[config.mk]
export PLATFORM = sky130hd
export DESIGN_NAME = mcr_device_flat
export DESIGN_NICKNAME = d
export VERILOG_FILES = /design/src/include/mcr_pkg.sv /design/src/include/mcr_if.sv /design/src/core/mcr_rel_acc.sv /design/src/core/mcr_device.sv /design/src/flat_wrapper.sv
export SDC_FILE = /design/constraint.sdc
export NUM_CORES = 1
export LEC_CHECK = 0
export BUFFER_PORTS_ARGS = -buffer_cell sky130_fd_sc_hd__buf_2
export CAP_MARGIN = 40
export CORE_ASPECT_RATIO = 1.5
export CORE_MARGIN = 4
export CORE_UTILIZATION = 56
export DETAILED_ROUTE_END_ITERATION = 7
export PLACE_DENSITY_LB_ADDON = 0.2
export SETUP_SLACK_MARGIN = 0.1
export SLEW_MARGIN = 5
export SYNTH_ARGS = -nofsm -noshare
export SYNTH_HDL_FRONTEND = slang
export SYNTH_SLANG_ARGS = --single-unit
export TNS_END_PERCENT = 10
[constraint.sdc]
create_clock -name CLK_SYS -period 5 [get_ports CLK_SYS]
set_input_delay 0.75 -clock CLK_SYS [delete_from_list [all_inputs] [get_ports CLK_SYS]]
set_output_delay 0.75 -clock CLK_SYS [all_outputs]
set_load 0.02 [all_outputs]
[src/include/mcr_pkg.sv]
// shared constants and types for the motion command register block
package mcr_pkg;
    // register addresses in the device's modbus map
    localparam logic [15:0] ADDR_TGT_HI = 16'h9900;
    localparam logic [15:0] ADDR_TGT_LO = 16'h9901;
    localparam logic [15:0] ADDR_BAND_HI = 16'h9902;
    localparam logic [15:0] ADDR_BAND_LO = 16'h9903;
    localparam logic [15:0] ADDR_SPD_HI = 16'h9904;
    localparam logic [15:0] ADDR_SPD_LO = 16'h9905;
    localparam logic [15:0] ADDR_ACCEL = 16'h9906;
    localparam logic [15:0] ADDR_PRESS = 16'h9907;
    localparam logic [15:0] ADDR_FLAGS = 16'h9908;
    // accel limits, hundredths of g
    localparam logic [15:0] ACCEL_MIN = 16'h0001;
    localparam logic [15:0] ACCEL_TOP = 16'h012C;
    // press current limits, full rated current is 255
    localparam logic [15:0] PRESS_FULL = 16'h00FF;
    localparam logic [15:0] PRESS_MIN = 16'h0033;
    localparam logic [15:0] PRESS_STD_MAX = 16'h00B2;
    localparam logic [15:0] PRESS_HI_MAX = 16'h01FE;
    // control flag field positions
    localparam int FLG_PUSH = 1;
    localparam int FLG_DIR = 2;
    localparam int FLG_INC = 3;
    localparam int FLG_GAIN = 4;
    localparam int FLG_RAMP = 6;
    localparam int FLG_VIB = 12;
    localparam logic [15:0] FLG_MASK = 16'h30FE;
    localparam logic [15:0] FLG_RESET = 16'h0000;
    // user parameter defaults (speed, accel, band in 0.01 units)
    localparam logic [31:0] PRM_DEF_SPEED = 32'h0000_2710;
    localparam logic [15:0] PRM_DEF_ACCEL = 16'h001E;
    localparam logic [31:0] PRM_DEF_BAND = 32'h0000_000A;
    localparam logic [15:0] PRM_MAX_ACCEL = 16'h012C;
    // host command and status register offsets
    localparam logic [3:0] HREG_ADDR = 4'h0;
    localparam logic [3:0] HREG_DATA = 4'h1;
    localparam logic [3:0] HREG_GO = 4'h2;
    localparam logic [3:0] HREG_STAT = 4'h3;
    localparam logic [3:0] HREG_RDATA = 4'h4;
    // ramp profile codes
    typedef enum logic [1:0] {
        MCR_RAMP_TRAP = 2'h0,
        MCR_RAMP_SCURVE = 2'h1,
        MCR_RAMP_FILTER = 2'h2,
        MCR_RAMP_BAD = 2'h3
    } mcr_ramp_t;
endpackage

[src/include/mcr_if.sv]
// register link between host controller and device
`timescale 1ns/10ps
interface mcr_if;
    logic wr; // write strobe, one cycle
    logic rd; // read strobe, one cycle
    logic [15:0] addr; // register address
    logic [15:0] wdata; // write data
    logic [15:0] rdata; // read data, cycle after rd
    logic ack; // write accepted pulse, echoes address
    logic [15:0] ack_addr; // echoed start address
    modport dev (input wr, input rd, input addr, input wdata,
                 output rdata, output ack, output ack_addr);
    modport host (output wr, output rd, output addr, output wdata,
                  input rdata, input ack, input ack_addr);
endinterface

[src/core/mcr_rel_acc.sv]
// relative move accumulator working in 0.01 mm units
`timescale 1ns/10ps
module mcr_rel_acc (
    input wire logic clk,
    input wire logic nrst,
    input wire logic load, // one-cycle: take new base
    input wire logic [31:0] base, // base position, 0.01 mm
    input wire logic [31:0] delta, // relative step, 0.01 mm
    output logic [31:0] sum // base plus step, registered
);
    // summing in mm units before pulse conversion keeps no fraction error
    always_ff @(posedge clk or negedge nrst) begin
        if (!nrst) begin
            sum <= 32'h0000_0000;
        end else if (load) begin
            sum <= base + delta; // [RULE_11]
        end
    end
endmodule

[src/core/mcr_device.sv]
// device end: motion command registers and move launch
//
// Implementation choices: the address-and-strobe port and the address map.
`timescale 1ns/10ps
// Contract
// RULE_01 - accel in 0.01 g, range 1 to 012C
// RULE_02 - accel above maximum alarms at start
// RULE_03 - accel write starts motion, applies live
// RULE_04 - host keeps press limit 33..B2 or 1FE
// RULE_05 - press limit 255 is full current
// RULE_06 - press write starts motion, live in push
// RULE_07 - flags return to default each move
// RULE_08 - bit 1 selects push mode
// RULE_09 - bit 2 push direction, push only
// RULE_10 - bit 3 incremental, base depends on mode
// RULE_11 - relative sums in mm before pulses
// RULE_12 - bits 4-5 gain set select
// RULE_13 - bits 6-7 ramp profile, 11 unusable
// RULE_14 - host sets profile before move command
// RULE_15 - bits 12-13 vibration set select
// RULE_16 - target-only move uses user parameters
// RULE_17 - multi write answered with echo
// RULE_18 - host writes target hi then lo
// RULE_19 - target low word write starts motion
// RULE_20 - unassigned flag bits read zero
module mcr_device (
    input wire logic CLK_SYS,
    input wire logic NRST,
    mcr_if.dev LINK,
    input wire logic [31:0] CUR_POS, // present position, 0.01 mm
    input wire logic HIGH_THRUST, // variant with wider press range
    output logic MOVE_START, // one-cycle launch pulse
    output logic [31:0] MOVE_TARGET, // final target, 0.01 mm
    output logic [31:0] MOVE_SPEED, // speed, 0.01 mm/s
    output logic [15:0] MOVE_ACCEL, // accel, 0.01 g
    output logic [15:0] MOVE_PRESS, // press current limit
    output logic MOVE_PUSH, // push-motion move
    output logic MOVE_REVERSE, // push toward reverse
    output logic [1:0] MOVE_GAIN, // servo gain set
    output logic [1:0] MOVE_RAMP, // ramp profile
    output logic [1:0] MOVE_VIB, // vibration set, 0 off
    output logic ALARM // accel alarm, sticky until next good start
);
    logic [31:0] tgt_ff; // target register
    logic [15:0] tgt_hi_ff; // staged upper word
    logic [31:0] band_ff; // positioning band
    logic [31:0] spd_ff; // speed
    logic [15:0] accel_ff; // acceleration
    logic [15:0] press_ff; // press current limit
    logic [15:0] flags_ff; // control flags
    logic [15:0] rdata_ff; // read data
    logic ack_ff; // echo pulse
    logic [15:0] ack_addr_ff; // echoed address
    logic burst_ff; // inside a multi-word write
    logic start; // launch this cycle
    logic push_now; // push selected for this launch
    logic [31:0] inc_sum; // relative target result
    logic inc_load; // take relative base
    logic [31:0] inc_base;
    logic [31:0] nxt_target;
    logic [15:0] press_in; // written press limit after the variant clamp

    // launch decode: target low, accel, press writes start motion
    always_comb begin
        start = 1'b0;
        if (LINK.wr && LINK.addr == mcr_pkg::ADDR_TGT_LO) begin
            start = 1'b1; // [RULE_19]
        end else if (LINK.wr && LINK.addr == mcr_pkg::ADDR_ACCEL) begin
            start = 1'b1; // [RULE_03]
        end else if (LINK.wr && LINK.addr == mcr_pkg::ADDR_PRESS) begin
            start = 1'b1; // [RULE_06]
        end
    end

    assign push_now = flags_ff[mcr_pkg::FLG_PUSH]; // [RULE_08]
    // same clamp for the stored limit and the live one, so both agree
    assign press_in = (LINK.wdata > (HIGH_THRUST ? mcr_pkg::PRESS_HI_MAX
                                                 : mcr_pkg::PRESS_STD_MAX))
                      ? (HIGH_THRUST ? mcr_pkg::PRESS_HI_MAX : mcr_pkg::PRESS_STD_MAX)
                      : LINK.wdata; // [RULE_04]
    // incremental base: target in normal mode, present position in push
    assign inc_base = push_now ? CUR_POS : tgt_ff; // [RULE_10]
    assign inc_load = start && flags_ff[mcr_pkg::FLG_INC];

    mcr_rel_acc u_rel (
        .clk(CLK_SYS),
        .nrst(NRST),
        .load(inc_load),
        .base(inc_base),
        .delta((LINK.addr == mcr_pkg::ADDR_TGT_LO) ? {tgt_hi_ff, LINK.wdata} : 32'h0000_0000),
        .sum(inc_sum)
    );

    // target word assembly; hi staged, lo completes the value
    always_comb begin
        nxt_target = tgt_ff;
        if (LINK.wr && LINK.addr == mcr_pkg::ADDR_TGT_LO) begin
            nxt_target = {tgt_hi_ff, LINK.wdata}; // [RULE_18]
        end
    end

    // motion register writes
    always_ff @(posedge CLK_SYS or negedge NRST) begin
        if (!NRST) begin
            tgt_ff <= 32'h0000_0000;
            tgt_hi_ff <= 16'h0000;
            band_ff <= mcr_pkg::PRM_DEF_BAND;
            spd_ff <= mcr_pkg::PRM_DEF_SPEED;
            accel_ff <= mcr_pkg::PRM_DEF_ACCEL;
            press_ff <= mcr_pkg::PRESS_FULL;
        end else if (LINK.wr) begin
            tgt_ff <= nxt_target;
            if (LINK.addr == mcr_pkg::ADDR_TGT_HI) begin
                tgt_hi_ff <= LINK.wdata;
            end else if (LINK.addr == mcr_pkg::ADDR_BAND_HI) begin
                band_ff[31:16] <= LINK.wdata;
            end else if (LINK.addr == mcr_pkg::ADDR_BAND_LO) begin
                band_ff[15:0] <= LINK.wdata;
            end else if (LINK.addr == mcr_pkg::ADDR_SPD_HI) begin
                spd_ff[31:16] <= LINK.wdata;
            end else if (LINK.addr == mcr_pkg::ADDR_SPD_LO) begin
                spd_ff[15:0] <= LINK.wdata;
            end else if (LINK.addr == mcr_pkg::ADDR_ACCEL) begin
                accel_ff <= LINK.wdata; // [RULE_01]
            end else if (LINK.addr == mcr_pkg::ADDR_PRESS) begin
                // clamp to the maximum the variant allows; 255 is full current
                if (LINK.wdata > (HIGH_THRUST ? mcr_pkg::PRESS_HI_MAX
                                              : mcr_pkg::PRESS_STD_MAX)) begin
                    press_ff <= HIGH_THRUST ? mcr_pkg::PRESS_HI_MAX
                                            : mcr_pkg::PRESS_STD_MAX; // [RULE_04]
                end else begin
                    press_ff <= LINK.wdata; // [RULE_05]
                end
            end
        end
    end

    // control flags: write masks unused bits, any launch restores default
    always_ff @(posedge CLK_SYS or negedge NRST) begin
        if (!NRST) begin
            flags_ff <= mcr_pkg::FLG_RESET;
        end else if (start) begin
            flags_ff <= mcr_pkg::FLG_RESET; // [RULE_07]
        end else if (LINK.wr && LINK.addr == mcr_pkg::ADDR_FLAGS) begin
            flags_ff <= LINK.wdata & mcr_pkg::FLG_MASK; // [RULE_20]
        end
    end

    // launch outputs: move parameters latched with the start pulse
    always_ff @(posedge CLK_SYS or negedge NRST) begin
        if (!NRST) begin
            MOVE_START <= 1'b0;
            MOVE_TARGET <= 32'h0000_0000;
            MOVE_SPEED <= mcr_pkg::PRM_DEF_SPEED;
            MOVE_ACCEL <= mcr_pkg::PRM_DEF_ACCEL;
            MOVE_PRESS <= mcr_pkg::PRESS_FULL;
            MOVE_PUSH <= 1'b0;
            MOVE_REVERSE <= 1'b0;
            MOVE_GAIN <= 2'h0;
            MOVE_RAMP <= 2'h0;
            MOVE_VIB <= 2'h0;
        end else begin
            MOVE_START <= start;
            if (start) begin
                // untouched registers keep user parameter defaults
                MOVE_TARGET <= flags_ff[mcr_pkg::FLG_INC] ? inc_base + nxt_target
                                                          : nxt_target; // [RULE_16]
                MOVE_SPEED <= spd_ff;
                MOVE_ACCEL <= (LINK.addr == mcr_pkg::ADDR_ACCEL) ? LINK.wdata
                                                                  : accel_ff; // [RULE_03]
                MOVE_PRESS <= (LINK.addr == mcr_pkg::ADDR_PRESS) ? press_in
                                                                  : press_ff; // [RULE_06]
                MOVE_PUSH <= push_now; // [RULE_08]
                MOVE_REVERSE <= push_now & flags_ff[mcr_pkg::FLG_DIR]; // [RULE_09]
                MOVE_GAIN <= flags_ff[mcr_pkg::FLG_GAIN +: 2]; // [RULE_12]
                // unusable profile code falls back to trapezoid
                MOVE_RAMP <= (flags_ff[mcr_pkg::FLG_RAMP +: 2] == 2'h3) ? 2'h0
                             : flags_ff[mcr_pkg::FLG_RAMP +: 2]; // [RULE_13]
                MOVE_VIB <= flags_ff[mcr_pkg::FLG_VIB +: 2]; // [RULE_15]
            end
        end
    end

    // alarm at the launch moment when accel exceeds the maximum parameter or is below the minimum
    always_ff @(posedge CLK_SYS or negedge NRST) begin
        if (!NRST) begin
            ALARM <= 1'b0;
        end else if (start) begin
            ALARM <= (((LINK.addr == mcr_pkg::ADDR_ACCEL) ? LINK.wdata : accel_ff)
                      > mcr_pkg::PRM_MAX_ACCEL)
                     || (((LINK.addr == mcr_pkg::ADDR_ACCEL) ? LINK.wdata : accel_ff)
                      < mcr_pkg::ACCEL_MIN); // [RULE_02]
        end
    end

    // read mux, data one cycle after the strobe
    always_ff @(posedge CLK_SYS or negedge NRST) begin
        if (!NRST) begin
            rdata_ff <= 16'h0000;
        end else if (LINK.rd) begin
            if (LINK.addr == mcr_pkg::ADDR_TGT_HI) begin
                rdata_ff <= tgt_ff[31:16];
            end else if (LINK.addr == mcr_pkg::ADDR_TGT_LO) begin
                rdata_ff <= tgt_ff[15:0];
            end else if (LINK.addr == mcr_pkg::ADDR_ACCEL) begin
                rdata_ff <= accel_ff;
            end else if (LINK.addr == mcr_pkg::ADDR_PRESS) begin
                rdata_ff <= press_ff;
            end else if (LINK.addr == mcr_pkg::ADDR_FLAGS) begin
                rdata_ff <= flags_ff; // [RULE_20]
            end else begin
                rdata_ff <= 16'h0000; // unmapped, band and speed addresses read zero
            end
        end
    end

    // echo: first write of a burst gives the start address back
    always_ff @(posedge CLK_SYS or negedge NRST) begin
        if (!NRST) begin
            ack_ff <= 1'b0;
            ack_addr_ff <= 16'h0000;
            burst_ff <= 1'b0;
        end else begin
            ack_ff <= LINK.wr; // [RULE_17]
            burst_ff <= LINK.wr;
            if (LINK.wr && !burst_ff) begin
                ack_addr_ff <= LINK.addr; // [RULE_17]
            end
        end
    end

    assign LINK.rdata = rdata_ff;
    assign LINK.ack = ack_ff & ~LINK.wr; // pulse after the last word
    assign LINK.ack_addr = ack_addr_ff;
endmodule

[src/flat_wrapper.sv]
// flat-port wrapper written by rule: the top's interface ports become plain ports
module mcr_device_flat 
  (CLK_SYS, NRST, CUR_POS, HIGH_THRUST, MOVE_START, MOVE_TARGET, MOVE_SPEED, MOVE_ACCEL, MOVE_PRESS, MOVE_PUSH, MOVE_REVERSE, MOVE_GAIN, MOVE_RAMP, MOVE_VIB, ALARM, LINK_wr, LINK_rd, LINK_addr, LINK_wdata, LINK_rdata, LINK_ack, LINK_ack_addr);
  mcr_if LINK_i ();
  input wire logic CLK_SYS;
  input wire logic NRST;
  input wire logic [31:0] CUR_POS;
  input wire logic HIGH_THRUST;
  output logic MOVE_START;
  output logic [31:0] MOVE_TARGET;
  output logic [31:0] MOVE_SPEED;
  output logic [15:0] MOVE_ACCEL;
  output logic [15:0] MOVE_PRESS;
  output logic MOVE_PUSH;
  output logic MOVE_REVERSE;
  output logic [1:0] MOVE_GAIN;
  output logic [1:0] MOVE_RAMP;
  output logic [1:0] MOVE_VIB;
  output logic ALARM;
  input wire logic [$bits(LINK_i.wr)-1:0] LINK_wr;
  input wire logic [$bits(LINK_i.rd)-1:0] LINK_rd;
  input wire logic [$bits(LINK_i.addr)-1:0] LINK_addr;
  input wire logic [$bits(LINK_i.wdata)-1:0] LINK_wdata;
  output wire logic [$bits(LINK_i.rdata)-1:0] LINK_rdata;
  output wire logic [$bits(LINK_i.ack)-1:0] LINK_ack;
  output wire logic [$bits(LINK_i.ack_addr)-1:0] LINK_ack_addr;
  assign LINK_i.wr = LINK_wr;
  assign LINK_i.rd = LINK_rd;
  assign LINK_i.addr = LINK_addr;
  assign LINK_i.wdata = LINK_wdata;
  assign LINK_rdata = LINK_i.rdata;
  assign LINK_ack = LINK_i.ack;
  assign LINK_ack_addr = LINK_i.ack_addr;
  mcr_device u_core (.CLK_SYS(CLK_SYS), .NRST(NRST), .LINK(LINK_i), .CUR_POS(CUR_POS), .HIGH_THRUST(HIGH_THRUST), .MOVE_START(MOVE_START), .MOVE_TARGET(MOVE_TARGET), .MOVE_SPEED(MOVE_SPEED), .MOVE_ACCEL(MOVE_ACCEL), .MOVE_PRESS(MOVE_PRESS), .MOVE_PUSH(MOVE_PUSH), .MOVE_REVERSE(MOVE_REVERSE), .MOVE_GAIN(MOVE_GAIN), .MOVE_RAMP(MOVE_RAMP), .MOVE_VIB(MOVE_VIB), .ALARM(ALARM));
endmodule
* Word level (Yosys, flattened, before mapping)
Index checks and enable logic that the tools add are counted.
** Word-level totals
- Output and inout bits :: 139
- Register bits :: 267
- Logic and storage cells :: 75
- Bits of input ports :: 69
** Cells by class
- Mux-type cells :: 18
- Bitwise operators :: 9
- Add/subtract/negate cells :: 1
- Reductions and logical operators :: 13
- Magnitude comparators :: 3
- Equality and inequality tests :: 10
** Operators by type and width (number)
- two-way mux 16 bit :: 10
- equality test 16 bit, second input constant :: 9
- two-way mux 32 bit :: 3
- adder 32 bit :: 1
- greater-than comparator 16 bit :: 1
- greater-than comparator 16 x 9 -> 1 bit, second input constant :: 1
- < comparator 16 x 1 -> 1 bit, second input constant :: 1
- AND reduction 6 bit :: 2
- two-way mux 9 bit :: 1
- NOT 1 bit :: 7
- AND reduction 7 bit :: 1
- logical AND 1 bit :: 5
- AND reduction 5 bit :: 1
- two-way mux 1 bit :: 3
- bitwise AND 1 bit :: 2
- equality test 2 bit, second input constant :: 1
- two-way mux 2 bit :: 1
- AND reduction 2 bit :: 1
- nonzero test 2 bit :: 1
- logical NOT 1 bit :: 1
- logical OR 1 bit :: 1

* Longest topological paths before layout
Gate-level depths: netlist of the first run.
- Word-level depth :: 6
- Depth in mapped cells :: 23
- Depth with buffers taken out :: 19

* Worst setup path after synthesis of the first run
Ideal clock, no wire load.
- Path type :: input-to-reg
- Start point :: input LINK_addr[6]
- End point :: register u_core.MOVE_TARGET[28]
- Path buffers :: 4
- Data arrival time :: 5195 ps
- Stages :: 23
- Data required time :: 4882 ps
- Library setup time :: 118 ps
- Path slack :: -313 ps
- Path through :: or4_1 > buf_2 > or4_1 > buf_4 > nor2_8 > buf_2 > buf_1 > nand2_1 > nand2_1 > ha_1 > inv_1 > fa_1 > nand2b_1 > a21oi_1 > o21ai_0 > o211ai_1 > a21oi_1 > o21ai_1 > a31oi_1 > o21ai_1 > mux2i_1 > a21oi_1 > a21o_1
** Between the ends
- Word-level cells in the longest chain between the ends :: 5
- Elaborated cells between the ends (all ways) :: 12
- Those cells by class :: 1 x add/sub; 3 x eq/ne; 5 x mux; 3 x reduce/logical
** RTL lines
- start: declaration :: RTL line flat_wrapper.sv:22 : input wire logic [$bits(LINK_i.addr)-1:0] LINK_addr;
- equality test 16 bit
- logical AND 1 bit :: RTL line mcr_device.sv:97 : if (LINK.wr && LINK.addr == mcr_pkg::ADDR_TGT_LO) begin
- two-way mux 32 bit :: RTL line mcr_device.sv:97
- via u_core.nxt_target[0] :: RTL line mcr_device.sv:60 : logic [31:0] nxt_target;
- adder 32 bit :: RTL line mcr_device.sv:166 : MOVE_TARGET <= flags_ff[mcr_pkg::FLG_INC] ? inc_base + nxt_target
- two-way mux 32 bit :: RTL line mcr_device.sv:166
- end signal: assignment :: RTL line mcr_device.sv:166
- end: declaration :: RTL line mcr_device.sv:33 : output logic [31:0] MOVE_TARGET,
The timed path passes the listed nets, and every way through them passes these cells.
A chain may end at the register's enable or synchronous reset.

* Worst setup path after layout of the first run
- Start point :: input LINK_addr[6]
- End point :: register u_core.MOVE_TARGET[22]
The elaborated chain is that of the path after synthesis.

==> run summary, run 1 <==
Buffers inserted to repair hold after CTS numbered 0. Detailed-routing iteration count for the pre-antenna-repair pass: 6. The worst min-delay path category was primary input to async pin.

The fraction of layout cells with a size suffix above 1 was 0.312; the row count was 69. In this run the worst path has a maximum fanout of 7. The switching power of the nets came out at 1.03 mW. Using the TritonRoute via totals, the vias-per-cell ratio works out to 5.96. The run finished with clean final reports.

The commonest cells after synthesis are 316 x sky130_fd_sc_hd__nand2_1, 226 x sky130_fd_sc_hd__dfrtp_1, 120 x sky130_fd_sc_hd__mux2_2, 93 x sky130_fd_sc_hd__a21oi_1, 80 x sky130_fd_sc_hd__nor2_1. For the number of buffers on the longest clock path, the log shows 3. The final cycle utilization of the critical path is 0.935.

The cell area that synthesis handed to floorplanning was 13400 um^2. The cell count after placement is 1915. The post-detailed-route DRC marker count was 0; the utilization of the core after routing was 0.682. For the pin with the worst max-slew slack, the measured transition is 0.882 ns. The die covers 26600 um^2. For this block, the via count after detailed routing is 11700. The tools report the required time at the endpoint of the critical path as 5.39 ns.

STA puts the critical path data arrival time at 5.06 ns. Internal power comes to 3.45 mW. Most frequent cell after synthesis: sky130_fd_sc_hd__nand2_1. The total area inside the core boundary comes to 23700 um^2. The antenna cell count is 0, and the worst slack at placement is -0.153 ns. The wire length of the first global-routing pass is 65100 um. The logs give 1953 for the number of fill cells and 0 for the total of cells resized after clock tree synthesis. Synthesis-to-layout area growth: 20.0%. Setup violations remaining at the end of the flow were counted as 0. The number of warnings reported in the yosys synthesis log came out at 0. The count of mapped cells out of synthesis is 1393. The number of H-tree levels is 1. Between clock sinks in the finished design, the worst skew comes to 0.00691 ns. Once detail routing completed, the nets flagged for antenna violations numbered 0.

The highest-delay cell along the critical path was sky130_fd_sc_hd__or4_1. The tools report the register-to-register setup slack as 0.91 ns. In this run the critical register-to-register path is launched from u_core.flags_ff[1]. For the maximum vdd drop, the log shows 0.290 mV. The largest net degree at the start of global routing came out at 106. Global placer's final weighted congestion: 0.966. The final critical delay including setup and external delays was 4.67 ns. The number of buffer and inverter stages on the critical path is 3.

In this design, the largest share of critical-path delay is due to simple AND/OR/NAND/NOR gates. The first routing iteration left 973 violations. In this run the power density over the cells is 278 nW/um^2. The worst setup path is captured at a register.

The signal on the critical path passes through buf_2 > or4_1 > or4_4 > nor2_8 > nand2_1 > nand2_1 > ha_1 > a21oi_1 > nand3b_1 > o21ai_2 > o211ai_1 > a21oi_2 > o21ai_2 > a31oi_1 > buf_4 > nand2_1 > buf_4 > xnor2_1 > mux2i_1 > a21oi_1. The overall track demand over capacity in global routing was 0.314; the part of the total power dissipated in the clock network was 0.463. Once the clock tree was built, the setup fixing pass inserted 0 buffers. Clock tree synthesis inserted a total of 25 buffers. Synthesis instantiated 74 different standard cells from the library. Dividing the synthesized area by the synthesized cell count gives 9.65 um^2. Global routing finished with a remaining overflow of 0. The top flip-flop cell by instance count after synthesis is sky130_fd_sc_hd__dfrtp_1. In this run the tool buffered the top-level ports with 207 buffer cells. At the later pin of the worst-skew pair, clock insertion delay measures 0.53 ns. Detailed-route wire length: 41900 um. The analysis attributes to cell leakage a power of 8.48 nW. The number of synthesized register bits was 260; the timing-limited maximum frequency was 214 MHz.

Setup repair after global routing left no endpoint under its margin. By area the synthesized netlist is led by sky130_fd_sc_hd__dfrtp_1 42%, sky130_fd_sc_hd__mux2_2 10%, sky130_fd_sc_hd__nand2_1 8.8%. In this run the vertical extent of the chip is 198 um. The clock-pin transition on the worst setup and hold timing paths is 0.07 ns.

208 I/O pins were placed. The tools report the met2 wire length as 20800 um. The initial antenna violation count came out at 0. Number of nets in the finished design: 1725.

The portion of total power attributed to combinational logic was 0.057. The depth of the worst register-to-register path is 14. Counting flops with a built-in enable in the synthesized netlist gives 0. Signal routing reaches up to met4. The worst path meets setup with 0.326 ns of slack.

The wire-length estimate of the detail-placed layout is 30400 um. The tool flagged a number of max-cap violations equal to 0. The starting utilization of the core area was 0.568; the count of endpoints failing hold in the final timing report was 0. The cell occurring most often along the worst timing path is sky130_fd_sc_hd__nand2_1. From left edge to right edge, the die measures 135 um. The tools report the via count of the first global-routing pass as 11700. Total power for the finished layout comes to 4.48 mW.

The number of clock sinks was 260. The worst setup path is launched from a primary input. The remaining max-slew budget at the tightest pin was 0.411; the register share of total power was 0.479. The largest stage delay on the critical path works out to 0.64 ns. The final max-slew violation count was 0.

Cell type with the highest aggregate area in the netlist: sky130_fd_sc_hd__dfrtp_1. After detailed routing, the average wire length per cell comes to 21.3 um. Detailed routing placed a total of 2740 um of wire on met3.

For the sequential share of the synthesized area, the log shows 0.487. The number of nets handed over by synthesis was 1495. Leaving out filler cells and counting taps, the final layout contains 1961. TritonCTS built the clock tree. The tools report the reg-to-reg critical path endpoint as u_core.MOVE_TARGET[22]. The fraction of synthesis flops using an asynchronous set or reset pin is 1.00. The proportion of netlist area held by the largest area contributor was 0.421. For this block, wires on met1 add up to 15700 um.

The switching portion of total power was 0.230. The classification of the worst setup path is primary input to register. The tree is rooted in a sky130_fd_sc_hd__clkbuf_16.
==> metal layers <==
layer  up-vias  GRT usage
met5         -          0
met1      5703      0.377
met3       142     0.0425
li1       5303          -
met4         0      0.172
met2       537      0.545
==> metrics by stage <==
| step | hold WS, ns | instance area, um^2 | setup TNS, ns |
|---|---|---|---|
| floorplan | 0.437 | 13500 | 0 |
| global placement | 0.440 | 15200 | -0.116 |
| detailed placement | 0.443 | 15200 | -0.287 |
| CTS | 0.311 | 16100 | 0 |
| global route | 0.326 | 16100 | 0 |
| finish | 0.239 | 16100 | 0 |
==> kinds of logic after synthesis <==
| family | Yosys count | share of synthesized area |
|---|---|---|
| AO/OA/AOI/OAI | 270 | 0.122 |
| adder cells (fa/ha/maj) | 35 | 0.0328 |
| XOR/XNOR | 37 | 0.0241 |
| AND/OR/NAND/NOR | 527 | 0.174 |
| multiplexers | 160 | 0.131 |
| flip-flops | 260 | 0.487 |
| buffers and inverters | 104 | 0.0301 |
==> worst max path at each step <==
stage	start	to	slack, ns	cells past startpoint
5_1_grt	LINK_addr[6]	u_core.MOVE_TARGET[22]	0.19	22
6_report	LINK_addr[6]	u_core.MOVE_TARGET[22]	0.33	20
3_3_place_gp	LINK_addr[6]	u_core.MOVE_TARGET[22]	-0.12	18
3_5_place_dp	LINK_addr[6]	u_core.MOVE_TARGET[22]	-0.15	18
4_1_cts	LINK_addr[6]	u_core.MOVE_TARGET[22]	0.41	18
2_1_floorplan	LINK_addr[6]	u_core.MOVE_TARGET[28]	0.10	23
==> state kept, by name (all words and copies together), names as in the netlist <==
name and count:
u_core.tgt_ff 32, u_core.MOVE_VIB 2, u_core.MOVE_ACCEL 16, u_core.ack_ff 1
u_core.MOVE_PUSH 1, u_core.spd_ff 32, u_core.MOVE_REVERSE 1, u_core.MOVE_START 1
u_core.press_ff 16, u_core.LINK.ack_addr 16, u_core.tgt_hi_ff 16, u_core.MOVE_GAIN 2
u_core.MOVE_RAMP 2, u_core.LINK.rdata 16, u_core.ALARM 1, u_core.MOVE_SPEED 32
u_core.MOVE_TARGET 32, u_core.accel_ff 16, u_core.flags_ff 9, u_core.MOVE_PRESS 16
==> power groups by stage <==
stage / Clock [mW] / Combinational, mW / Sequential, mW
2_1_floorplan: 0 / 0.0620 / 2.22
3_3_place_gp: 0 / 0.255 / 2.19
3_5_place_dp: 0 / 0.258 / 2.19
4_1_cts: 2.11 / 0.259 / 2.15
5_1_grt: 2.19 / 0.275 / 2.15
6_report: 2.08 / 0.257 / 2.15
==> placed cells by master (no fill, tap or decap), drive strengths merged, types with 8 or more instances in the layout <==
| cell type | netlist | routed |
|---|---|---|
| and2 | 12 | 12 |
| mux2 | 121 | 121 |
| nand4 | 12 | 12 |
| and3 | 11 | 11 |
| a21oi | 93 | 93 |
| nand2 | 316 | 316 |
| nor3 | 13 | 13 |
| xnor2 | 18 | 18 |
| buf | 16 | 284 |
| a22oi | 14 | 14 |
| dfrtp | 226 | 226 |
| inv | 23 | 25 |
| xor2 | 19 | 19 |
| o21ai | 81 | 81 |
| nand3 | 36 | 36 |
| nor2 | 81 | 81 |
| mux2i | 39 | 39 |
| a31oi | 19 | 19 |
| ha | 32 | 32 |
| a21o | 23 | 23 |
| nor2b | 8 | 8 |
| clkbuf | 65 | 30 |
| dfstp | 34 | 34 |
==> final cells by class <==
type | instances | area (um^2) | share of cell area
timing repair buffer | 284 | 1650 | 0.102
inverter | 23 | 86.3 | 0.00535
multi-input combinational | 1029 | 6550 | 0.406
sequential | 260 | 6550 | 0.406
tap | 319 | 399 | 0.0247
clock buffer | 30 | 684 | 0.0424
clock inverter | 16 | 221 | 0.0137
Note: power is estimated with default switching activity, not from simulation.
==> run 2, diff against run 1 <==
--- a/config.mk
+++ b/config.mk
@@ -5,6 +5,8 @@
 export SDC_FILE = /design/constraint.sdc
 export NUM_CORES = 1
 export LEC_CHECK = 0
+export ABC_AREA = 1
+export ABC_CLOCK_PERIOD_IN_PS = 5000
 export BUFFER_PORTS_ARGS = -buffer_cell sky130_fd_sc_hd__buf_2
 export CAP_MARGIN = 40
 export CORE_ASPECT_RATIO = 1.5
==> run 2 against run 1 <==
Net effect:
- via count increased by 8.7%
- non-clock buffer count decreased by 53
- count of clock-buffer cells in the layout increased by 6
- register-to-register slack improved by 0.36 ns
- highest routed layer unchanged
==> run summary, run 2 <==
The flow ran to the end, and the final reports show no timing, DRC or antenna violations. Y dimension of the die: 199 um (+0.54%). The starting utilization of the core area came out at 0.571 (+0.00224). The via count normalized by instance count was 5.64 (-5.3%). The hold-fix buffer count after cts was 0 (unchanged). The cell type with the highest aggregate area in the netlist is sky130_fd_sc_hd__dfrtp_1.

Setup repair after global routing left no endpoint under its margin. Reg-to-reg critical path endpoint: u_core.MOVE_TARGET[29]. The run gives 2084 (+6.7%) as the number of fill cells. The run gives 0.334 (+0.0197) as the overall track demand over capacity in global routing.

Leaving out fill and tap cells, the most frequent cells in the layout are 529 x sky130_fd_sc_hd__nand2_1, 250 x sky130_fd_sc_hd__o21ai_0, 226 x sky130_fd_sc_hd__dfrtp_1. TritonCTS built the clock tree. For the final max-slew violation count, the log shows 0 (unchanged). The total of cells resized after clock tree synthesis is 0 (unchanged). Global routing usage on met1: 0.397 (+0.0195).

The tools report the number of library cell types mapped by synthesis as 49 (-34%). Total via count after detailed routing: 12700 (+8.7%). Worst-path maximum fanout: 28 (+21). The detailed-routing iteration count for the pre-antenna-repair pass was 7 (+1). Half-perimeter wire length after detailed placement: 34100 um (+12%).

The global placer's final weighted congestion is 1.00 (+3.7%), and the switching portion of total power is 0.248 (+0.0187). Wire length of the first global-routing pass: 69200 um (+6.4%). Relative to the synthesized area, the layout overhead comes to 16.8%. The depth of the worst register-to-register path came out at 18 (+4). The final cycle utilization of the critical path came out at 0.755 (-0.180). The horizontal die dimension was 135 um (+0.53%). The clock root buffer was sky130_fd_sc_hd__clkbuf_16. The register share of total power was 0.475 (-0.004); the number of clock buffers inserted by TritonCTS was 26 (+4.0%). The tools report the required time at the endpoint of the critical path as 5.43 ns (+0.04 ns). For the worst endpoint data arrival time, the log shows 4.21 ns (-0.85 ns).

The worst slack at placement was 0.728 ns (+0.880 ns). The post-synthesis average cell area was 7.88 um^2 (-18%). The number of buffers on the longest clock path came out at 3 (unchanged). The internal power of the cells was 3.42 mW (-1.1%). The worst register-to-register path begins at u_core.flags_ff[1]. The violation count after the first detailed-routing iteration is 1198 (+23%), and the final standard cell area without fillers is 15900 um^2 (-1.6%). Clock-pin transition on the worst setup and hold timing paths: 0.06 ns (about the same).

The placeable core region is 23800 um^2 (+0.73%). The logs give 0.0402 (-0.00222) for the met3 track utilization from global routing and 0.54 ns (about the same) for the clock latency of the later-clocked register in the worst-skew pair. The fraction of synthesis flops using an asynchronous set or reset pin was 1.00 (unchanged). The tools report the count of mapped cells out of synthesis as 1725 (+24%).

The tools report the row count as 69 (unchanged). Number of buffers added on ports: 207 (unchanged). For the post-synthesis instance area, the log shows 13600 um^2 (+1.1%). The leakage power summed over all cells is 8.41 nW (-0.85%), and the number of warnings reported in the yosys synthesis log is 0 (unchanged). Remaining number of nets flagged by the antenna check after routing: 0 (unchanged). Portion of total power attributed to combinational logic: 0.083 (+0.026).

The library cell used most frequently in the layout, excluding fill and tap cells, is sky130_fd_sc_hd__nand2_1. The worst path setup slack after routing is 1.22 ns (+0.898 ns), and the met2 track utilization from global routing is 0.580 (+0.0346). Switching power of the nets: 1.13 mW (+9.6%). The count of pins on the block boundary was 208 (unchanged). The tools report the count of endpoints failing hold in the final timing report as 0 (unchanged). The number of enable flip-flop cells after synthesis was 0 (unchanged); the routed length per placed instance was 20.2 um (-5.6%). The setup path with the least slack is of type primary input to register.

Part of the total power dissipated in the clock network: 0.442 (-0.021). By instance count, the leading cell after synthesis is sky130_fd_sc_hd__nand2_1. The detailed-route wire length came out at 45400 um (+8.5%). The logs give 260 (unchanged) for the number of clock sinks and 0.482 (-0.00543) for the sequential share of the synthesized area. The number of synthesized register bits was 260 (unchanged). The largest net degree at the start of global routing came out at 108 (+1.9%). STA classifies the critical path endpoint as a register.

The proportion of netlist area held by the largest area contributor is 0.416 (-0.00469). The worst min-delay path category is primary input to async pin. The number of max-capacitance violations reported was 0 (unchanged). The synthesized net count came out at 1827 (+22%). Sorting the synthesized cells by area gives the leading types as sky130_fd_sc_hd__dfrtp_1 42%, sky130_fd_sc_hd__nand2_1 15%, sky130_fd_sc_hd__o21ai_0 9.2%. The tools report the final number of setup-violating endpoints as 0 (unchanged).

The tools report the leftover overflow at the end of global routing as 0 (unchanged). The initial antenna violation count is 1 (+1). The buffers inserted during post-CTS setup optimization is 0 (unchanged), and the die area is 26900 um^2 (+1.1%). Remaining max-slew budget at the tightest pin: 0.422 (+0.0115). Slew at the pin closest to its max-slew limit: 0.866 ns (-0.0151 ns). The fraction of layout cells with a size suffix above 1 is 0.199 (-0.114). For the number of nets in the finished design, the log shows 2014 (+17%).

The tools report the maximum vdd drop as 0.314 mV (+8.4%). STA classifies the critical path startpoint as a primary input. The final critical delay including setup and external delays came out at 3.78 ns (-0.898 ns). The most used routing layer was met2. The largest clock skew in the final design is 0.0193 ns (+0.0124 ns). Counting instances in the post-synthesis netlist gives the leading cell types as 529 x sky130_fd_sc_hd__nand2_1, 250 x sky130_fd_sc_hd__o21ai_0, 226 x sky130_fd_sc_hd__dfrtp_1, 188 x sky130_fd_sc_hd__inv_1, 66 x sky130_fd_sc_hd__nand3_1.

The run gives 1 (unchanged) as the number of H-tree levels. The via count of the first global-routing pass was 12700 (+8.4%); the timing-limited maximum frequency was 265 MHz (+24%). Among all flip-flop cells after synthesis, the most frequent one is sky130_fd_sc_hd__dfrtp_1. The logs give 0 ns (unchanged) for the sum of negative setup slack and 15000 um^2 (-1.5%) for the post-detailed-placement cell area.

The power per cell area is 286 nW/um^2 (+3.0%). The run gives 1.27 ns (+0.36 ns) as the register-to-register setup slack. The post-detailed-route DRC marker count came out at 0 (unchanged).
-- run 2: layout make-up --
type | count | area, um^2 | share of cell area
diodes | 1 | 2.50 | 0.000158
clock buffers | 36 | 748 | 0.0471
flip-flops and latches | 260 | 6550 | 0.412
multi-input cells | 1198 | 6040 | 0.380
clock inverters | 12 | 135 | 0.00851
well taps | 319 | 399 | 0.0251
repair buffers | 231 | 1270 | 0.0802
inverters | 195 | 733 | 0.0462
-- run 2: per-layer routing --
layer,vias to the layer above,share of wire
li1,6020,-
met4,0,0.070
met1,6043,0.37
met5,-,0
met3,136,0.057
met2,503,0.50
-- run 2: stage by stage --
step | utilization | hold WS (ns) | instances | power (mW)
after floorplan | - | 0.433 | 1725 | 2.39
after global placement | 0.627 | 0.450 | 2200 | 2.57
after detailed placement | 0.629 | 0.446 | 2203 | 2.57
after CTS | 0.666 | 0.230 | 2251 | 4.56
after global routing | 0.667 | 0.227 | 2252 | 4.69
final | 0.667 | 0.160 | 2252 | 4.54
-- run 2: logic make-up after synthesis --
logic type                 Yosys count  synth area share
muxes                               20            0.0166
DFF                                260             0.482
xor gates and xnor gates            11           0.00709
adders and majority gates           33            0.0309
AOI/OAI and AO/OA                  384             0.153
buffers and inverters              267            0.0751
and+or+nand+nor                    750             0.235
-- run 2: how the worst max path moves through the flow --
stage            startpoint                     end  slack (ns)  cells past startpoint
3_3_place_gp   LINK_addr[5]  u_core.MOVE_TARGET[29]        0.78                     23
3_5_place_dp   LINK_addr[5]  u_core.MOVE_TARGET[29]        0.73                     23
6_report       LINK_addr[4]  u_core.MOVE_TARGET[30]        1.22                     25
5_1_grt        LINK_addr[5]  u_core.MOVE_TARGET[24]        0.85                     25
2_1_floorplan  LINK_addr[5]  u_core.MOVE_TARGET[18]        0.87                     25
4_1_cts        LINK_addr[5]  u_core.MOVE_TARGET[29]        1.28                     23
-- run 2: worst max-delay path: stages --
cell and delay, ns:
sky130_fd_sc_hd__buf_2 0.09, sky130_fd_sc_hd__nor2_1 0.04, sky130_fd_sc_hd__nand2_1 0.23, sky130_fd_sc_hd__nor2_4 0.07, sky130_fd_sc_hd__nand3_2 0.18, sky130_fd_sc_hd__buf_4 0.30
sky130_fd_sc_hd__nand2_1 0.10, sky130_fd_sc_hd__o21ai_0 0.14, sky130_fd_sc_hd__ha_1 0.20, sky130_fd_sc_hd__inv_1 0.06, sky130_fd_sc_hd__fa_1 0.41, sky130_fd_sc_hd__o21ai_0 0.29
sky130_fd_sc_hd__nand2_1 0.08, sky130_fd_sc_hd__nand2_1 0.07, sky130_fd_sc_hd__a21oi_1 0.08, sky130_fd_sc_hd__o21ai_0 0.25, sky130_fd_sc_hd__nand2_1 0.14, sky130_fd_sc_hd__nand2_2 0.11
sky130_fd_sc_hd__nand2_2 0.09, sky130_fd_sc_hd__nand2_2 0.11, sky130_fd_sc_hd__nand3_1 0.12, sky130_fd_sc_hd__nand3_1 0.11, sky130_fd_sc_hd__nand3_1 0.07, sky130_fd_sc_hd__nand2_1 0.08
sky130_fd_sc_hd__nand2_1 0.04
-- run 2: power by group through the flow --
stage	combinational [mW]	sequential, mW	clock (mW)
finish	0.377	2.16	2.01
global route	0.416	2.16	2.11
CTS	0.376	2.16	2.03
detailed placement	0.375	2.20	0
global placement	0.372	2.19	0
floorplan	0.175	2.22	0
==> run 3, diff against run 2 <==
--- a/config.mk
+++ b/config.mk
@@ -6,12 +6,12 @@
 export NUM_CORES = 1
 export LEC_CHECK = 0
 export ABC_AREA = 1
-export ABC_CLOCK_PERIOD_IN_PS = 5000
+export ABC_CLOCK_PERIOD_IN_PS = 3300
 export BUFFER_PORTS_ARGS = -buffer_cell sky130_fd_sc_hd__buf_2
 export CAP_MARGIN = 40
 export CORE_ASPECT_RATIO = 1.5
 export CORE_MARGIN = 4
-export CORE_UTILIZATION = 56
+export CORE_UTILIZATION = 52
 export DETAILED_ROUTE_END_ITERATION = 7
 export PLACE_DENSITY_LB_ADDON = 0.2
 export SETUP_SLACK_MARGIN = 0.1
==> constraint.sdc (replaced) <==
create_clock -name CLK_SYS -period 3.3 [get_ports CLK_SYS]
set_input_delay 0.495 -clock CLK_SYS [delete_from_list [all_inputs] [get_ports CLK_SYS]]
set_output_delay 0.495 -clock CLK_SYS [all_outputs]
set_load 0.02 [all_outputs]
==> run 3 against run 2 <==
Net effect:
- count of clock-buffer cells in the layout increased by 1
- first-iteration DRC count shrank 25%
- via count grew 3.5%
- combinational power grew 70%
- global-route usage shrank 0.73 points
- sequential power is 51% higher
- design area is 6.0% higher
- sequential share of layout area fell by 2.3 points
==> run summary, run 3 (synthesis gave the netlist of run 2 again) <==
In this run the critical register-to-register path is launched from u_core.flags_ff[1]. Worst-path maximum fanout: 21 (-25%). The post-detailed-placement cell area is 15900 um^2 (+6.1%).

The flow ran to the end, and the final reports show no timing, DRC or antenna violations. The logs give 28800 um^2 (+7.3%) for the die area and 2126 (+5.6%) for the number of nets in the finished design. The half-perimeter wire length after detailed placement was 36600 um (+7.4%). The critical path starts at LINK_addr[10]. The slew at the pin closest to its max-slew limit was 0.838 ns (-0.0285 ns); the remaining number of nets flagged by the antenna check after routing was 0 (unchanged).

The clock latency of the later-clocked register in the worst-skew pair was 0.55 ns (about the same); the count of endpoints failing hold in the final timing report was 0 (unchanged). The depth of the worst register-to-register path was 18 (unchanged); the number of buffers added on ports was 207 (unchanged). The run gives 0 (unchanged) as the final max-slew violation count. For the utilization of the core after routing, the log shows 0.654 (-0.0130). Via count of the first global-routing pass: 13200 (+4.0%). Detailed-route wire length: 47500 um (+4.6%).

The final standard cell area without fillers is 16800 um^2 (+6.0%), and the met2 wire length is 23500 um (+3.2%). The logs give 0 ns (unchanged) for the sum of negative setup slack and 0.0103 ns (-0.00895 ns) for the largest clock skew in the final design. The length of routed wiring on met1 came out at 17800 um (+5.4%). The tools report the met3 layer wire length in the routed design as 2550 um (-0.74%). In the layout the commonest cells are 528 x sky130_fd_sc_hd__nand2_1, 242 x sky130_fd_sc_hd__o21ai_0, 225 x sky130_fd_sc_hd__dfrtp_1. Worst endpoint data arrival time: 3.50 ns (-0.71 ns). The worst path setup slack after routing was 0.236 ns (-0.988 ns). The synthesis-to-layout area growth was 23.9%. The number of max-capacitance violations reported is 0 (unchanged).

The worst hold path begins at LINK_addr[14]. The number of H-tree levels was 1 (unchanged); the post-detailed-route DRC marker count was 0 (unchanged). The fraction of layout cells with a size suffix above 1 is 0.249 (+0.0498), and the final number of setup-violating endpoints is 0 (unchanged). The worst slack at placement is -0.308 ns (-1.04 ns), and the worst hold path cell count is 2. The required time at the endpoint of the critical path is 3.74 ns (-1.69 ns), and the number of buffers on the longest clock path is 3 (unchanged).

The tools report the critical path capture point type as a register. The routed length per placed instance came out at 20.0 um (-0.87%). The tools report the nature of the critical path startpoint as a primary input. The row count is 72 (+4.3%). Based on the critical path, the design can be clocked at up to 326 MHz.

The maximum vdd drop is 0.464 mV (+48%). The leakage power summed over all cells is 8.96 nW (+6.6%), and the total via count after detailed routing is 13100 (+3.5%). The initial antenna violation count was 1 (unchanged).

The combined flip-flop and latch cell area came out at 6550 um^2 (about the same). For the global placer's final weighted congestion, the log shows 0.963 (-3.8%). TritonCTS built the clock tree.

The reg-to-reg critical path endpoint was u_core.MOVE_TARGET[24]. The y dimension of the die is 206 um (+3.6%), and the leftover overflow at the end of global routing is 0 (unchanged). The largest net degree at the start of global routing was 78 (-28%). The power per cell area is 417 nW/um^2 (+46%), and the horizontal die dimension is 140 um (+3.5%). The tools report the detailed-routing iteration count for the pre-antenna-repair pass as 7 (unchanged). The tools report the wire length of the first global-routing pass as 72900 um (+5.3%). The most frequent standard cell in the layout excluding fill and tap cells is sky130_fd_sc_hd__nand2_1. In this run the top signal layer used is met5.

The run gives 0.441 (+0.0184) as the remaining max-slew budget at the tightest pin. The smallest clock period supported by the final layout is computed as 3.06 ns. The overall track demand over capacity in global routing was 0.326 (-0.00726); the via count normalized by instance count was 5.53 (-1.9%).

The worst hold path terminates at u_core.LINK.ack_addr[14]. The number of clock sinks was 260 (unchanged); the clock-pin transition on the worst setup and hold timing paths was 0.07 ns (about the same). For the count of pins on the block boundary, the log shows 208 (unchanged). The tools report the starting utilization of the core area as 0.528 (-0.0429).

The tools report the clock root buffer as sky130_fd_sc_hd__clkbuf_16. For the register-to-register setup slack, the log shows 0.31 ns (-0.96 ns). The number of clock buffers inserted by TritonCTS is 26 (unchanged), and the antenna cell count is 0 (-1). The final cycle utilization of the critical path is 0.928, and the violation count after the first detailed-routing iteration is 902 (-25%). The number of fill cells came out at 2283 (+9.5%). Setup repair after global routing could not meet its margin everywhere. The worst min-delay path category is primary input to register.

The run gives 6090 um^2 (+0.83%) as the multi-input gate area in the final layout. The placeable core region was 25800 um^2 (+8.1%). By startpoint and endpoint, the worst setup path is classified as primary input to register.
run 3: changes by cell type in the layout (fill, tap and decap cells not counted), sizes merged:
cell / delta
clkinvlp: -1
buf: +111
clkbuf: +1
diode: -1
dlygate4sd3: +1
run 3: layout make-up:
class	count	share of cell area
sequential	260	0.389
tap	333	0.0247
timing repair buffer	343	0.127
clock buffer	37	0.0452
clock inverter	11	0.00869
inverter	195	0.0440
multi-input combinational	1198	0.362
run 3: timing repair:
action                     in CTS  in global routing
gates resized for setup         0                  7
hold buffers                    1                  0
hold endpoints to repair       72                  0
setup endpoints to repair       0                 19
buffers inserted                0                  0
run 3: power breakdown:
part / total [mW] / leakage, nW / internal (mW) / switching [mW]
clock: 3.11 / 0.434 / 1.78 / 1.33
sequential: 3.27 / 3.33 / 3.25 / 0.0256
combinational: 0.641 / 5.20 / 0.228 / 0.413
run 3: worst max-delay path, stage by stage:
cell	delay, ns
sky130_fd_sc_hd__buf_2	0.11
sky130_fd_sc_hd__nor2_1	0.09
sky130_fd_sc_hd__nand3_1	0.12
sky130_fd_sc_hd__nor2_2	0.15
sky130_fd_sc_hd__nand3_2	0.10
sky130_fd_sc_hd__buf_12	0.17
sky130_fd_sc_hd__buf_4	0.16
sky130_fd_sc_hd__o21ai_0	0.56
sky130_fd_sc_hd__ha_1	0.37
sky130_fd_sc_hd__a21oi_1	0.16
sky130_fd_sc_hd__o21ai_1	0.10
sky130_fd_sc_hd__nand2_1	0.09
sky130_fd_sc_hd__nand2_1	0.10
sky130_fd_sc_hd__nand3_1	0.08
sky130_fd_sc_hd__nand2_1	0.11
sky130_fd_sc_hd__buf_4	0.16
sky130_fd_sc_hd__a21oi_1	0.10
sky130_fd_sc_hd__o21ai_0	0.10
sky130_fd_sc_hd__nand3_1	0.10
sky130_fd_sc_hd__nand2_1	0.05
run 3: routing by layer:
layer | up-vias | track usage
met5 | - | 0
met4 | 2 | 0.210
met3 | 153 | 0.0398
met2 | 509 | 0.573
met1 | 6234 | 0.376
li1 | 6248 | -
run 3: worst max-delay path by stage:
stage,endpoint,slack [ns],cells after the start
2_1_floorplan,u_core.MOVE_TARGET[22],-0.10,25
3_3_place_gp,u_core.MOVE_TARGET[16],-0.25,23
3_5_place_dp,u_core.MOVE_TARGET[16],-0.31,23
4_1_cts,u_core.MOVE_TARGET[16],0.27,23
5_1_grt,u_core.MOVE_TARGET[18],0.04,24
6_report,u_core.MOVE_TARGET[16],0.24,20
run 3: metrics by stage:
step / hold WS, ns / power, mW / std cells
floorplan: 0.199 / 3.63 / 1725
global placement: 0.443 / 3.96 / 2328
detailed placement: 0.455 / 3.96 / 2328
CTS: 0.179 / 7.08 / 2377
global route: 0.201 / 7.27 / 2377
finish: 0.205 / 7.02 / 2377
